$ cat config.mk
export PLATFORM = sky130hd
export DESIGN_NAME = rdlc_top
export DESIGN_NICKNAME = d
export VERILOG_FILES = /design/src/rtl/rdlc_pkg.sv /design/src/rtl/rdlc_top.sv
export SDC_FILE = /design/constraint.sdc
export NUM_CORES = 1
export LEC_CHECK = 0
export CELL_PAD_IN_SITES_DETAIL_PLACEMENT = 1
export CELL_PAD_IN_SITES_GLOBAL_PLACEMENT = 2
export CORE_ASPECT_RATIO = 1.25
export CORE_UTILIZATION = 35
export DETAILED_ROUTE_END_ITERATION = 7
export DONT_BUFFER_PORTS = 1
export HOLD_SLACK_MARGIN = 0.06
export MAX_ROUTING_LAYER = met4
export PLACE_DENSITY_LB_ADDON = 0.1
export SLEW_MARGIN = 20
export SYNTH_ARGS = -nofsm -noshare
export SYNTH_HDL_FRONTEND = slang
export SYNTH_SLANG_ARGS = --single-unit
$ cat constraint.sdc
create_clock -name core_clk_i -period 82 [get_ports core_clk_i]
set_input_delay 4.1 -clock core_clk_i [delete_from_list [all_inputs] [get_ports core_clk_i]]
set_output_delay 4.1 -clock core_clk_i [all_outputs]
set_load 0.01 [all_outputs]
$ cat src/rtl/rdlc_pkg.sv
// Constants, field layouts and carrier types for the ring detector and
// line configuration block.
// Assumes a single 125 MHz core clock and an APB master on the host side.

package rdlc_pkg;

   // Register indices; byte address is four times the index
   localparam logic [7:0] IDX_HOOK    = 8'h35;
   localparam logic [7:0] IDX_RATE    = 8'h37;
   localparam logic [7:0] IDX_LINE    = 8'h40;
   localparam logic [7:0] IDX_RMODE   = 8'h42;
   localparam logic [7:0] IDX_RMIN    = 8'h46;
   localparam logic [7:0] IDX_RQUAL   = 8'h47;
   localparam logic [7:0] IDX_RMAX    = 8'h48;
   localparam logic [7:0] IDX_HYB0    = 8'h5D;
   localparam logic [7:0] IDX_HYB7    = 8'h64;
   localparam logic [7:0] IDX_ACIMP   = 8'h70;
   localparam logic [7:0] IDX_RSTAT   = 8'h71;

   localparam int         HYB_NUM     = 8;

   // Reset values
   localparam logic [1:0] DCT_RESET   = 2'h2;
   localparam logic [3:0] RATE_RESET  = 4'h0;

   // Dc termination codes
   localparam logic [1:0] DCT_LOWV    = 2'h0;
   localparam logic [1:0] DCT_JAPAN   = 2'h1;
   localparam logic [1:0] DCT_NA      = 2'h2;
   localparam logic [1:0] DCT_LIMIT   = 2'h3;

   // Thresholds in ring sense codes of 0.1 V each
   localparam logic signed [12:0] THR_15V0 = 13'sh0096;
   localparam logic signed [12:0] THR_21V5 = 13'sh00D7;

   // Sample rates in Hz, selected by sample_rate_sel
   localparam logic [9:0][15:0] RATE_TABLE = {
      16'h3E80, 16'h3592, 16'h2EE0, 16'h282E, 16'h2580,
      16'h2328, 16'h20D0, 16'h2025, 16'h1C20, 16'h1F40};
   localparam logic [3:0] RATE_NUM    = 4'hA;

   // One-shot length in sample periods
   localparam int         ONESHOT_SAMPLES = 65536;

   // Validation time units, in sample periods per field step
   localparam logic [15:0] INT_UNIT   = 16'h0010;
   localparam logic [15:0] QUAL_UNIT  = 16'h0400;
   localparam logic [15:0] END_UNIT   = 16'h0400;
   localparam logic [15:0] DLY_UNIT   = 16'h0800;

   // Validation states, Gray coded along idle, qualify, delay, ringing
   typedef enum logic [1:0] {
      RDLC_IDLE  = 2'b00,
      RDLC_QUAL  = 2'b01,
      RDLC_DELAY = 2'b11,
      RDLC_RING  = 2'b10
   } rdlc_vstate_t;

   typedef enum logic [1:0] {
      RDLC_POL_NONE = 2'b00,
      RDLC_POL_POS  = 2'b01,
      RDLC_POL_NEG  = 2'b10
   } rdlc_pol_t;

   // Line configuration presented to the analog front end
   typedef struct packed {
      logic [1:0]             dc_term_mode;
      logic [1:0]             ac_imp_sel;
      logic                   ring_thresh_sel;
      logic                   ringer_imp_synth_en;
      logic                   hook_ctrl;
      logic [HYB_NUM*8-1:0]   hybrid_coef;
   } rdlc_line_cfg_t;

   // Ring detector status outputs
   typedef struct packed {
      logic                   ring_pos_flag;
      logic                   ring_neg_flag;
      logic                   ring_oneshot_flag;
      logic                   ring_valid;
      logic                   ring_active;
   } rdlc_ring_stat_t;

endpackage

$ cat src/rtl/rdlc_top.sv
// Ring detection, ring validation and line termination configuration.
// Assumes an APB master on core_clk_i and ring sense samples that are
// synchronous to the same clock, in signed codes of 0.1 V.
//
// Implementation choices: the register addresses and the APB register port.

`timescale 1ns/1ps
`default_nettype none

module rdlc_top #(
   parameter int CLK_HZ      = 125_000_000,
   parameter int ONESHOT_LEN = rdlc_pkg::ONESHOT_SAMPLES
) (
   input  wire logic                     core_clk_i,
   input  wire logic                     reset_n_i,
   input  wire logic                     psel_i,
   input  wire logic                     penable_i,
   input  wire logic                     pwrite_i,
   input  wire logic [11:0]              paddr_i,
   input  wire logic [31:0]              pwdata_i,
   output logic      [31:0]              prdata_o,
   output logic                          pready_o,
   output logic                          pslverr_o,
   input  wire logic signed [11:0]       ring_sense_p_i,
   input  wire logic signed [11:0]       ring_sense_n_i,
   output rdlc_pkg::rdlc_line_cfg_t      line_cfg_o,
   output rdlc_pkg::rdlc_ring_stat_t     ring_stat_o,
   output logic                          sample_tick_o
);
   import rdlc_pkg::*;

   // ******************************************************************
   // State
   // ******************************************************************
   typedef struct packed {
      // Configuration
      logic                hook;
      logic [3:0]          rate_sel;
      logic                thr_sel;
      logic                rz;
      logic [1:0]          dct;
      logic                fw;
      logic [5:0]          min_int;
      logic [1:0]          dly_hi;
      logic [2:0]          qual;
      logic [3:0]          rto;
      logic                dly_lo;
      logic [5:0]          max_int;
      logic                ring_validate_en;
      logic [1:0]          act;
      logic [HYB_NUM-1:0][7:0] hyb;
      // Sample timebase
      logic [15:0]         div_cnt;
      logic                tick;
      // Detector
      logic                pos;
      logic                neg;
      rdlc_pol_t           last_pol;
      logic [16:0]         os_cnt;
      logic                os_flag;
      logic                hook_d;
      // Validation
      rdlc_vstate_t        vstate;
      logic [15:0]         int_cnt;
      logic [15:0]         dur_cnt;
      logic [15:0]         end_cnt;
      logic [15:0]         dly_cnt;
      logic                valid;
      logic                active;
      // Bus
      logic                pready;
      logic                pslverr;
      logic [31:0]         prdata;
   } rdlc_state_t;

   rdlc_state_t r;
   rdlc_state_t next_r;

   // ******************************************************************
   // Functions
   // ******************************************************************

   // Register hit test, shared by read and write paths
   function automatic logic is_mapped(input logic [7:0] idx);
      logic hit;
      hit = 1'b0;
      case (idx)
         IDX_HOOK, IDX_RATE, IDX_LINE, IDX_RMODE,
         IDX_RMIN, IDX_RQUAL, IDX_RMAX,
         IDX_ACIMP, IDX_RSTAT: begin
            hit = 1'b1;
         end
         default: begin
            hit = (idx >= IDX_HYB0) && (idx <= IDX_HYB7);
         end
      endcase
      return hit;
   endfunction

   // Clock cycles per sample for a rate code; unknown codes use entry 0
   function automatic logic [15:0] rate_div(input logic [3:0] sel);
      logic [15:0] hz;
      hz = (sel < RATE_NUM) ? RATE_TABLE[sel] : RATE_TABLE[0];
      return 16'(CLK_HZ / int'(hz));
   endfunction

   // ******************************************************************
   // Combinational next state
   // ******************************************************************
   logic                   apb_done;
   logic [7:0]             idx;
   logic                   aligned;
   logic                   hit;
   logic [7:0]             wd;
   logic signed [12:0]     diff;
   logic signed [12:0]     thr;
   logic                   pos_n;
   logic                   neg_n;
   logic                   trig;
   logic                   crossing;
   logic                   offhook_evt;
   logic                   set_valid;
   logic [15:0]            min_lim;
   logic [15:0]            max_lim;
   logic [15:0]            qual_lim;
   logic [15:0]            end_lim;
   logic [15:0]            dly_lim;
   logic [15:0]            end_nxt;

   always_comb begin
      next_r = r;

      idx      = paddr_i[9:2];
      aligned  = (paddr_i[1:0] == 2'h0) && (paddr_i[11:10] == 2'h0);
      hit      = aligned && is_mapped(idx);
      wd       = pwdata_i[7:0];
      apb_done = psel_i && penable_i && r.pready;

      // ***************************************************************
      // Sample timebase
      // ***************************************************************
      // Rate change takes effect at the next sample boundary
      next_r.tick = 1'b0;
      if (r.div_cnt == 16'h0000) begin
         next_r.div_cnt = rate_div(r.rate_sel) - 16'h0001;
         next_r.tick    = 1'b1;
      end else begin
         next_r.div_cnt = r.div_cnt - 16'h0001;
      end

      // ***************************************************************
      // Threshold detector
      // ***************************************************************
      diff  = 13'(ring_sense_p_i) - 13'(ring_sense_n_i);
      thr   = r.thr_sel ? THR_21V5 : THR_15V0;
      pos_n = diff > thr;
      neg_n = diff < -thr;
      trig  = pos_n || (r.fw && neg_n);
      crossing = (pos_n && r.last_pol == RDLC_POL_NEG) ||
                 (neg_n && r.last_pol == RDLC_POL_POS);
      offhook_evt = r.hook && !r.hook_d;
      next_r.hook_d = r.hook;

      // ***************************************************************
      // Ring one-shot
      // ***************************************************************
      // Off-hook clears first; a ring in the same tick still retriggers
      if (offhook_evt) begin
         next_r.os_cnt  = 17'h00000;
         next_r.os_flag = 1'b0;
      end
      if (r.tick) begin
         next_r.pos = pos_n;
         next_r.neg = neg_n;
         if (pos_n) begin
            next_r.last_pol = RDLC_POL_POS;
         end else if (neg_n) begin
            next_r.last_pol = RDLC_POL_NEG;
         end
         if (trig) begin
            next_r.os_cnt  = 17'(ONESHOT_LEN);
            next_r.os_flag = 1'b1;
         end else if (!offhook_evt && r.os_cnt != 17'h00000) begin
            next_r.os_cnt  = r.os_cnt - 17'h00001;
            next_r.os_flag = (r.os_cnt != 17'h00001);
         end
      end

      // ***************************************************************
      // Ring validation
      // ***************************************************************
      min_lim  = 16'(r.min_int) * INT_UNIT;
      max_lim  = 16'(r.max_int) * INT_UNIT;
      qual_lim = 16'({1'b0, r.qual} + 4'h1) * QUAL_UNIT;
      end_lim  = 16'({1'b0, r.rto} + 5'h01) * END_UNIT;
      dly_lim  = 16'({r.dly_hi, r.dly_lo}) * DLY_UNIT;
      end_nxt  = crossing ? 16'h0000 : r.end_cnt + 16'h0001;
      set_valid = 1'b0;

      if (r.tick) begin
         if (crossing) begin
            next_r.int_cnt = 16'h0000;
         end else if (r.int_cnt != 16'hFFFF) begin
            next_r.int_cnt = r.int_cnt + 16'h0001;
         end
         case (r.vstate)
            RDLC_IDLE: begin
               if (crossing) begin
                  next_r.vstate  = RDLC_QUAL;
                  next_r.dur_cnt = 16'h0000;
               end
            end
            RDLC_QUAL: begin
               next_r.dur_cnt = r.dur_cnt + 16'h0001;
               if (crossing && r.int_cnt < min_lim) begin
                  next_r.vstate = RDLC_IDLE;
               end else if (r.int_cnt > max_lim) begin
                  next_r.vstate = RDLC_IDLE;
               end else if (r.dur_cnt >= qual_lim) begin
                  next_r.vstate  = RDLC_DELAY;
                  next_r.dly_cnt = 16'h0000;
                  next_r.end_cnt = 16'h0000;
               end
            end
            RDLC_DELAY: begin
               // Frequency is no longer checked once qualified
               next_r.dly_cnt = r.dly_cnt + 16'h0001;
               next_r.end_cnt = end_nxt;
               if (end_nxt >= end_lim) begin
                  next_r.vstate = RDLC_IDLE;
               end else if (r.dly_cnt >= dly_lim) begin
                  next_r.vstate = RDLC_RING;
                  set_valid     = 1'b1;
               end
            end
            RDLC_RING: begin
               next_r.end_cnt = end_nxt;
               if (end_nxt >= end_lim) begin
                  next_r.vstate = RDLC_IDLE;
               end
            end
            default: begin
               next_r.vstate = RDLC_IDLE;
            end
         endcase
      end
      if (!r.ring_validate_en) begin
         next_r.vstate = RDLC_IDLE;
      end
      next_r.active = (next_r.vstate == RDLC_RING);

      // ***************************************************************
      // APB slave
      // ***************************************************************
      // One wait state: pready rises on the second access cycle
      next_r.pready  = psel_i && penable_i && !r.pready;
      next_r.pslverr = psel_i && penable_i && !r.pready && !hit;
      if (psel_i && penable_i && !r.pready) begin
         next_r.prdata = 32'h00000000;
         if (!pwrite_i && hit) begin
            case (idx)
               IDX_HOOK: begin
                  next_r.prdata[0] = r.hook;
                  next_r.prdata[2] = r.os_flag;
                  next_r.prdata[5] = r.neg;
                  next_r.prdata[6] = r.pos;
               end
               IDX_RATE: begin
                  next_r.prdata[3:0] = r.rate_sel;
               end
               IDX_LINE: begin
                  next_r.prdata[3:0] = {r.dct, r.rz, r.thr_sel};
               end
               IDX_RMODE: begin
                  next_r.prdata[1] = r.fw;
               end
               IDX_RMIN: begin
                  next_r.prdata[7:0] = {r.dly_hi, r.min_int};
               end
               IDX_RQUAL: begin
                  next_r.prdata[7:0] = {r.dly_lo, r.rto, r.qual};
               end
               IDX_RMAX: begin
                  next_r.prdata[7:0] = {r.ring_validate_en, 1'b0, r.max_int};
               end
               IDX_ACIMP: begin
                  next_r.prdata[1:0] = r.act;
               end
               IDX_RSTAT: begin
                  next_r.prdata[1:0] = {r.active, r.valid};
               end
               default: begin
                  next_r.prdata[7:0] = r.hyb[3'(idx - IDX_HYB0)];
               end
            endcase
         end
      end

      if (apb_done && pwrite_i && hit) begin
         case (idx)
            IDX_HOOK: begin
               next_r.hook = wd[0];
            end
            IDX_RATE: begin
               next_r.rate_sel = wd[3:0];
            end
            IDX_LINE: begin
               next_r.thr_sel = wd[0];
               next_r.rz      = wd[1];
               next_r.dct     = wd[3:2];
            end
            IDX_RMODE: begin
               next_r.fw = wd[1];
            end
            IDX_RMIN: begin
               next_r.min_int = wd[5:0];
               next_r.dly_hi  = wd[7:6];
            end
            IDX_RQUAL: begin
               next_r.qual   = wd[2:0];
               next_r.rto    = wd[6:3];
               next_r.dly_lo = wd[7];
            end
            IDX_RMAX: begin
               next_r.max_int = wd[5:0];
               next_r.ring_validate_en    = wd[7];
            end
            IDX_ACIMP: begin
               next_r.act = wd[1:0];
            end
            IDX_RSTAT: begin
               if (wd[0]) begin
                  next_r.valid = 1'b0;
               end
            end
            default: begin
               next_r.hyb[3'(idx - IDX_HYB0)] = wd;
            end
         endcase
      end

      // A new valid ring outranks a clear in the same cycle
      if (set_valid) begin
         next_r.valid = 1'b1;
      end
   end

   // ******************************************************************
   // Registers
   // ******************************************************************
   always_ff @(posedge core_clk_i) begin
      if (!reset_n_i) begin
         r          <= '0;
         r.dct      <= DCT_RESET;
         r.rate_sel <= RATE_RESET;
         r.fw       <= 1'b0;
         r.vstate   <= RDLC_IDLE;
         r.last_pol <= RDLC_POL_NONE;
      end else begin
         r <= next_r;
      end
   end

   // ******************************************************************
   // Outputs
   // ******************************************************************
   // Dc codes: 10 North American, 11 current limit, 01 reduced, 00 lowest
   assign line_cfg_o.dc_term_mode        = r.dct;
   assign line_cfg_o.ac_imp_sel          = r.act;
   assign line_cfg_o.ring_thresh_sel     = r.thr_sel;
   assign line_cfg_o.ringer_imp_synth_en = r.rz;
   assign line_cfg_o.hook_ctrl           = r.hook;
   assign line_cfg_o.hybrid_coef         = r.hyb;
   assign ring_stat_o.ring_pos_flag      = r.pos;
   assign ring_stat_o.ring_neg_flag      = r.neg;
   assign ring_stat_o.ring_oneshot_flag  = r.os_flag;
   assign ring_stat_o.ring_valid         = r.valid;
   assign ring_stat_o.ring_active        = r.active;
   assign sample_tick_o                  = r.tick;
   assign prdata_o                       = r.prdata;
   assign pready_o                       = r.pready;
   assign pslverr_o                      = r.pslverr;
   // Code 00 of dc_term_mode is the lowest voltage mode

endmodule

`default_nettype wire

==> implementation parameters, run 1 <==
Parameter                              Value

STA
  Setup violators final ... 0
  Min Tclk post-route ... 76,800 ps
  Number of pins exceeding their max-slew limit in the final report ... 0
  Final Hold Violating Endpoints ... 0
  Maximum clock frequency ... 0.0130 GHz
  Share of the cycle needed by the critical path after routing ... 93.7%
  Actual transition at the worst max-transition pin ... 1090 ps
  Post-layout worst setup margin ... 5200 ps
  Total negative slack for setup checks ... 0 ps
  Slew margin rel. ... 27.2%
  Clock skew ... 24.8 ps

Drt
  Routed Antenna Nets ... 0
  Number of detailed-route iterations in the first pass ... 4
  Via Count ... 39,800
  DR iter-0 viols ... 1,658
  Wire per inst ... 21.1 um
  Routed WL ... 145,000 um
  Via density ... 5.80
  DRC violation count after routing ... 0

Clocking
  Insertion delay to the later sink of the worst-skew pair ... 590 ps
  Clock root buffer ... sky130_fd_sc_hd__clkbuf_16
  CTS tree ... done
  Sinks on Clock Net ... 231
  Total clock buffers created by CTS ... 26
  Number of hold buffers added after cts ... 0
  Buffer depth of the longest clock path ... 3
  CTS HTree Levels ... 1
  Clock transition time at the flip-flop clock pins of the worst setup and hold paths ... 70 ps

Yosys
  Library cell with the largest summed area after synthesis ... sky130_fd_sc_hd__ha_1
  Syn Std Cell Area ... 38,100 um2
  Cells taking the most area after synthesis ... sky130_fd_sc_hd__ha_1 13%, sky130_fd_sc_hd__dfxtp_1 12%, sky130_fd_sc_hd__a21oi_1 6.1%
  Register area share after synthesis ... 12.2%
  Register bit count reported by yosys ... 231
  Synth Instances ... 5,303
  Simple-gate share of the synthesized area ... 25.2%
  Number of enable-type register cells in the synthesized netlist ... 0
  Most common flop cell mapped by yosys ... sky130_fd_sc_hd__dfxtp_1
  Top cell type's share of synthesized area ... 12.7%
  Area share of fa/ha/maj cells after synthesis ... 12.7%
  Area share of xor/xnor cells in the synthesized design ... 7.53%
  Compound-gate portion of the synthesized area ... 29.4%
  Dominant combinational cell family by area after synthesis ... compound AO/OA/AOI/OAI gates
  Synth warn ... 0
  Netlist cell types ... 132
  Mux cell area share after synthesis ... 6.42%
  Share of synthesized registers carrying an async set or reset ... 0%
  Post-Synthesis Mean Instance Area ... 7.18 um2

Setup path
  Master of the slowest instance on the critical path ... sky130_fd_sc_hd__or4b_4
  Number of cells traversed by the worst register-to-register path ... 421
  Number of buffer and inverter instances along the worst setup path ... 35
  Capturing instance or port of the critical path ... r[138]$_SDFF_PN0_
  Category of the worst setup path launch point ... flip-flop
  Critical path class ... flip-flop to flip-flop
  Largest fanout on the critical path ... 14
  Top cell family by delay on the critical path ... compound AO/OA/AOI/OAI gates
  Data required, critical path ... 82,440 ps
  Crit Reg-Reg Endpoint ... r[138]$_SDFF_PN0_
  Sort of element at the end of the critical path ... flip-flop
  Cell occurring most often along the worst timing path ... sky130_fd_sc_hd__a21oi_2
  Register-to-register path setup slack ... 5200 ps
  Worst path arrival time ... 77,240 ps
  Cell depth of the worst setup path ... 421
  Maximum single-stage delay on the critical path ... 500 ps

Global routing
  Grt total ovfl ... 0
  Global-route usage over all layers ... 25.9%
  Global-route wire length before repair ... 225,000 um
  Vias in the first global route ... 40,000
  Maximum number of pins on one net before global-route repair ... 65
  Initial antenna violation count ... 1

Floorplanning
  Vertical die dimension ... 371 um
  Ports ... 184
  DIE WIDTH ... 297 um
  Starting utilization of the core area ... 35.5%
  Total die area ... 110,000 um2
  Number of placement rows ... 134
  Core region area ... 107,000 um2

Power and ir drop
  Worst supply voltage drop on vdd ... 0.0344 mV
  Total power density per cell area ... 13.3 nW/um2
  Total power of the final layout ... 0.577 mW
  Leakage ... 18.2 nW

Placed design
  Sum of net half-perimeters after detailed placement ... 115,000 um
  GPL Wtd Cong ... 0.859
  Number of buffers added on ports ... 0
  Worst slack at placement ... -1730 ps
  Dpl cells ... 6,773
  Instance area after placement ... 40,900 um2

Outcome
  Result of the run ... finished clean

Layout
  Area added between synthesis and finish ... 13.7%
  Layout filler cell count ... 13,500
  Number of cells in the finished layout apart from fillers ... 6,866
  Post-route standard cell area excluding fillers ... 43,300 um2
  Net count, final ... 5,878
  Proportion of layout cells with a drive suffix above 1 ... 15.8%
  # diodes ... 0

Flow run
  Max Cap Violations ... 0

Min path
  Tightest Hold Check Type ... flip-flop to flip-flop
[worst min-delay path: cells and delay by family (launching register included)]
| family | cells | cell delay, ps |
|---|---|---|
| AO/OA/AOI/OAI | 1 | 50 |
| AND/OR/NAND/NOR | 1 | 60 |
| flip-flops | 1 | 330 |
[placed cells by master, fill, tap and decap left out, types with 67 or more instances in the layout]
| master | netlist | routed |
|---|---|---|
| sky130_fd_sc_hd__a21o_1 | 128 | 127 |
| sky130_fd_sc_hd__a21oi_1 | 461 | 403 |
| sky130_fd_sc_hd__and2_1 | 73 | 73 |
| sky130_fd_sc_hd__and3_1 | 69 | 67 |
| sky130_fd_sc_hd__buf_4 | 114 | 353 |
| sky130_fd_sc_hd__dfxtp_1 | 231 | 231 |
| sky130_fd_sc_hd__ha_1 | 385 | 364 |
| sky130_fd_sc_hd__inv_1 | 226 | 224 |
| sky130_fd_sc_hd__mux2i_1 | 143 | 139 |
| sky130_fd_sc_hd__nand2_1 | 415 | 396 |
| sky130_fd_sc_hd__nand2b_1 | 114 | 113 |
| sky130_fd_sc_hd__nand3_1 | 129 | 128 |
| sky130_fd_sc_hd__nand4_1 | 69 | 69 |
| sky130_fd_sc_hd__nor2_1 | 609 | 585 |
| sky130_fd_sc_hd__nor3_1 | 140 | 129 |
| sky130_fd_sc_hd__o21a_1 | 78 | 74 |
| sky130_fd_sc_hd__o21ai_0 | 314 | 276 |
| sky130_fd_sc_hd__xnor2_1 | 224 | 224 |
| sky130_fd_sc_hd__xor2_1 | 103 | 102 |
[worst min path at each step]
stage                                   startpoint                        to  slack, ps  cells after the start
after CTS                      r[121]$_SDFFE_PN0P_       r[121]$_SDFFE_PN0P_        480                      2
final                          r[121]$_SDFFE_PN0P_       r[121]$_SDFFE_PN0P_        480                      2
after floorplan           prdata_o[2]$_SDFFE_PN0P_  prdata_o[2]$_SDFFE_PN0P_        430                      2
after detailed placement       r[121]$_SDFFE_PN0P_       r[121]$_SDFFE_PN0P_        470                      2
after global placement         r[122]$_SDFFE_PN0P_       r[122]$_SDFFE_PN0P_        460                      2
after global routing           r[121]$_SDFFE_PN0P_       r[121]$_SDFFE_PN0P_        510                      2
[routing by layer]
| layer | routed length, um | track usage (%) | up-vias |
|---|---|---|---|
| met5 | 0 | - | - |
| met4 | 3110 | 5.38 | 0 |
| met3 | 3480 | 1.52 | 154 |
| met2 | 75000 | 48.4 | 459 |
| met1 | 63100 | 30.1 | 19500 |
| li1 | - | - | 19700 |
[kinds of logic after synthesis]
logic type	after synthesis
AO/OA/AOI/OAI	1668
XOR/XNOR	327
adder cells (fa/ha/maj)	386
buffers and inverters	529
flip-flops	231
multiplexers	222
other	1
AND/OR/NAND/NOR	1939
[flip-flops by register name, summed over array words and instances, names as in the netlist, named ones only]
signal / flops
ring_stat_o: 5
line_cfg_o: 71
prdata_o: 8
r: 130
sample_tick_o: 1
pslverr_o: 1
pready_o: 1
[per-stage QoR]
step           utilization [%]  hold slack, ps
2_1_floorplan                -             432
3_3_place_gp              38.1             457
3_5_place_dp              38.1             471
4_1_cts                   39.2             483
5_1_grt                   40.3             513
6_report                  40.3             482
[area by class of cell]
| type | count | area (um2) | area share (%) |
|---|---|---|---|
| Sequential cell | 231 | 4620 | 10.7 |
| Tap cell | 1428 | 1790 | 4.13 |
| Clock inverter | 14 | 180 | 0.416 |
| Multi-Input combinational cell | 4567 | 32300 | 74.6 |
| Inverter | 230 | 866 | 2.00 |
| Clock buffer | 33 | 727 | 1.68 |
| Timing Repair Buffer | 363 | 2790 | 6.44 |
[cell usage after synthesis, types with 78 or more instances]
cell type and instances:
sky130_fd_sc_hd__mux2i_1 143, sky130_fd_sc_hd__xnor2_1 224, sky130_fd_sc_hd__buf_4 114, sky130_fd_sc_hd__nand2_1 415, sky130_fd_sc_hd__dfxtp_1 231, sky130_fd_sc_hd__nand3_1 129, sky130_fd_sc_hd__o21ai_0 314, sky130_fd_sc_hd__inv_1 226
sky130_fd_sc_hd__nand2b_1 114, sky130_fd_sc_hd__clkbuf_1 141, sky130_fd_sc_hd__nor3_1 140, sky130_fd_sc_hd__xor2_1 103, sky130_fd_sc_hd__a21o_1 128, sky130_fd_sc_hd__o21a_1 78, sky130_fd_sc_hd__a21oi_1 461, sky130_fd_sc_hd__ha_1 385
sky130_fd_sc_hd__nor2_1 609
[report_power, final]
| part | total [mW] | internal [mW] | switching, mW |
|---|---|---|---|
| Clock | 0.128 | 0.0728 | 0.0548 |
| Sequential | 0.119 | 0.116 | 0.00323 |
| Combinational | 0.331 | 0.142 | 0.189 |
[timing repair]
action,CTS,global route
setup endpoints to repair,16,16
pin swaps,7,88
hold endpoints to repair,0,0
buffers inserted,4,42
gates resized for setup,40,239
(Power assumes the default switching activity.)
==> run 2: changes to the inputs <==
MAX_ROUTING_LAYER = unset   (was met4)
==> run 2 against run 1 <==
- register-to-register slack worse by 230 ps
- non-clock buffer count grew 28
- utilization is 0.30 points higher
- flip-flop and latch count stayed put
- critical endpoint unchanged
- largest power group unchanged
- highest routed layer unchanged
==> implementation parameters, run 2 (same netlist as run 1, synthesis figures left out) <==
Parameter                              Value

Placed design
  Sum of net half-perimeters after detailed placement ... 115,000 um (+0.14%)
  Worst slack at placement ... -2110 ps (-375 ps)
  Number of buffers added on ports ... 0 (unchanged)
  GPL Wtd Cong ... 0.857 (-0.20%)

Layout
  Net count, final ... 5,905 (+0.46%)
  Area added between synthesis and finish ... 14.6%
  Most common cell after layout, fill and taps aside ... sky130_fd_sc_hd__nor2_1
  Share of the core filled with cells ... 40.6% (+0.30 points)
  Proportion of layout cells with a drive suffix above 1 ... 16.0% (+0.20 points)
  Largest register by flop count ... r
  Max FFs per register ... 130 (unchanged)
  Leading cell types in the layout, fill and taps excluded ... 585 x sky130_fd_sc_hd__nor2_1, 407 x sky130_fd_sc_hd__a21oi_1, 397 x sky130_fd_sc_hd__nand2_1

STA
  Min Tclk post-route ... 77,030 ps (+232 ps)
  Clock skew ... 20.3 ps (-4.48 ps)
  Slew margin rel. ... 25.9% (-1.3 points)
  Setup violators final ... 0 (unchanged)
  Actual transition at the worst max-transition pin ... 1110 ps (+19.1 ps)
  Final Hold Violating Endpoints ... 0 (unchanged)
  Share of the cycle needed by the critical path after routing ... 93.9% (+0.28 points)
  Maximum clock frequency ... 0.0130 GHz (-0.30%)
  Post-layout worst setup margin ... 4970 ps (-232 ps)
  Number of pins exceeding their max-slew limit in the final report ... 0 (unchanged)

Setup path
  Category of the worst setup path launch point ... flip-flop
  Data required, critical path ... 82,440 ps (about the same)
  Number of buffer and inverter instances along the worst setup path ... 30 (-14%)
  Master of the slowest instance on the critical path ... sky130_fd_sc_hd__a2111oi_0
  Maximum single-stage delay on the critical path ... 780 ps (+280 ps)
  Top cell family by delay on the critical path ... compound AO/OA/AOI/OAI gates
  Critical path class ... flip-flop to flip-flop
  Cell occurring most often along the worst timing path ... sky130_fd_sc_hd__o21ai_0
  Worst path arrival time ... 77,470 ps (+230 ps)
  Largest fanout on the critical path ... 16 (+2)
  Sort of element at the end of the critical path ... flip-flop

Global routing
  Met1 routing resource usage after global routing ... 30.1% (about the same)
  Met3 usage in global routing ... 1.51% (-0.012 points)
  Grt total ovfl ... 0 (unchanged)
  Initial antenna violation count ... 0 (-1)
  Grt peak-use layer ... met2
  Maximum number of pins on one net before global-route repair ... 102 (+57%)
  Global-route wire length before repair ... 226,000 um (+0.25%)
  Global-route usage over all layers ... 25.1% (-0.74 points)
  Vias in the first global route ... 40,600 (+1.4%)
  Global routing usage on met2 ... 48.4% (about the same)

Floorplanning
  DIE WIDTH ... 297 um (unchanged)
  Total die area ... 110,000 um2 (unchanged)
  Vertical die dimension ... 371 um (unchanged)
  Ports ... 184 (unchanged)
  Number of placement rows ... 134 (unchanged)
  Core region area ... 107,000 um2 (unchanged)
  Starting utilization of the core area ... 35.5% (unchanged)

Drt
  Routed Antenna Nets ... 0 (unchanged)
  Routed WL ... 145,000 um (+0.17%)
  Via density ... 5.77 (-0.54%)
  DR iter-0 viols ... 1,450 (-13%)
  Wire per inst ... 21.0 um (-0.23%)
  DRC violation count after routing ... 0 (unchanged)
  Via Count ... 39,800 (-0.14%)
  Number of detailed-route iterations in the first pass ... 5 (+1)

Power and ir drop
  Worst supply voltage drop on vdd ... 0.0284 mV (-18%)
  Leakage ... 18.5 nW (+1.3%)
  Total power density per cell area ... 13.3 nW/um2 (-0.11%)

Clocking
  Sinks on Clock Net ... 231 (unchanged)
  Total clock buffers created by CTS ... 25 (-3.8%)
  Clock root buffer ... sky130_fd_sc_hd__clkbuf_16
  Insertion delay to the later sink of the worst-skew pair ... 590 ps (about the same)
  CTS HTree Levels ... 1 (unchanged)
  Buffer depth of the longest clock path ... 3 (unchanged)
  CTS tree ... done
  Clock transition time at the flip-flop clock pins of the worst setup and hold paths ... 70 ps (about the same)

Min path
  Tightest Hold Check Type ... flip-flop to flip-flop

Flow run
  Max Cap Violations ... 0 (unchanged)

Outcome
  Result of the run ... finished clean
-- run 2: worst min-delay path, stage by stage (launching register included) --
cell                      delay [ps]
sky130_fd_sc_hd__dfxtp_1         320
sky130_fd_sc_hd__nand2_1          60
sky130_fd_sc_hd__a21oi_1          50
-- run 2: area by class of cell --
class	count	area (um2)
flip-flops and latches	231	4630
fillers	13400	63700
diodes	1	2.50
clock buffers	30	674
clock inverters	16	265
repair buffers	391	3050
well taps	1428	1790
inverters	230	866
multi-input cells	4567	32300
-- run 2: stage by stage --
step / area [um2] / total power, mW / setup TNS (ps) / instances / hold slack (ps)
CTS: 42200 / 0.584 / 0 / 6833 / 483
global placement: 41000 / 0.442 / -14930 / 6781 / 459
global route: 43600 / 0.626 / -2200 / 6893 / 501
floorplan: 38300 / 0.358 / 0 / 5327 / 432
detailed placement: 41000 / 0.447 / -26700 / 6781 / 472
finish: 43600 / 0.581 / 0 / 6894 / 478
-- run 2: what timing repair did --
action / CTS / global route
cloned: 0 / 1
setup endpoints to repair: 16 / 16
hold buffers: 0 / 0
resized for setup: 48 / 228
pin swaps: 8 / 100
buffers inserted: 6 / 58
-- run 2: layer usage --
| metal | part of all wire, % | vias to the layer above |
|---|---|---|
| met3 | 2.1 | 150 |
| li1 | - | 19800 |
| met5 | 0 | - |
| met4 | 2.2 | 0 |
| met2 | 52 | 407 |
| met1 | 44 | 19400 |
-- run 2: path summary, 6_finish.rpt --
check | startpoint | end | slack (ps) | cells after the start
setup / recovery | flip-flop | r[138]$_SDFF_PN0_ | 4970 | 419
hold / removal | r[121]$_SDFFE_PN0P_ | r[121]$_SDFFE_PN0P_ | 480 | 2
hold reg to reg | r[121]$_SDFFE_PN0P_ | r[121]$_SDFFE_PN0P_ | 480 | 2
setup reg to reg | flip-flop | r[138]$_SDFF_PN0_ | 4970 | 419
-- run 2: power breakdown --
group | internal, mW | switching [mW]
Sequential | 0.116 | 0.00333
Combinational | 0.141 | 0.189
Clock | 0.0784 | 0.0540
Total | 0.335 | 0.246
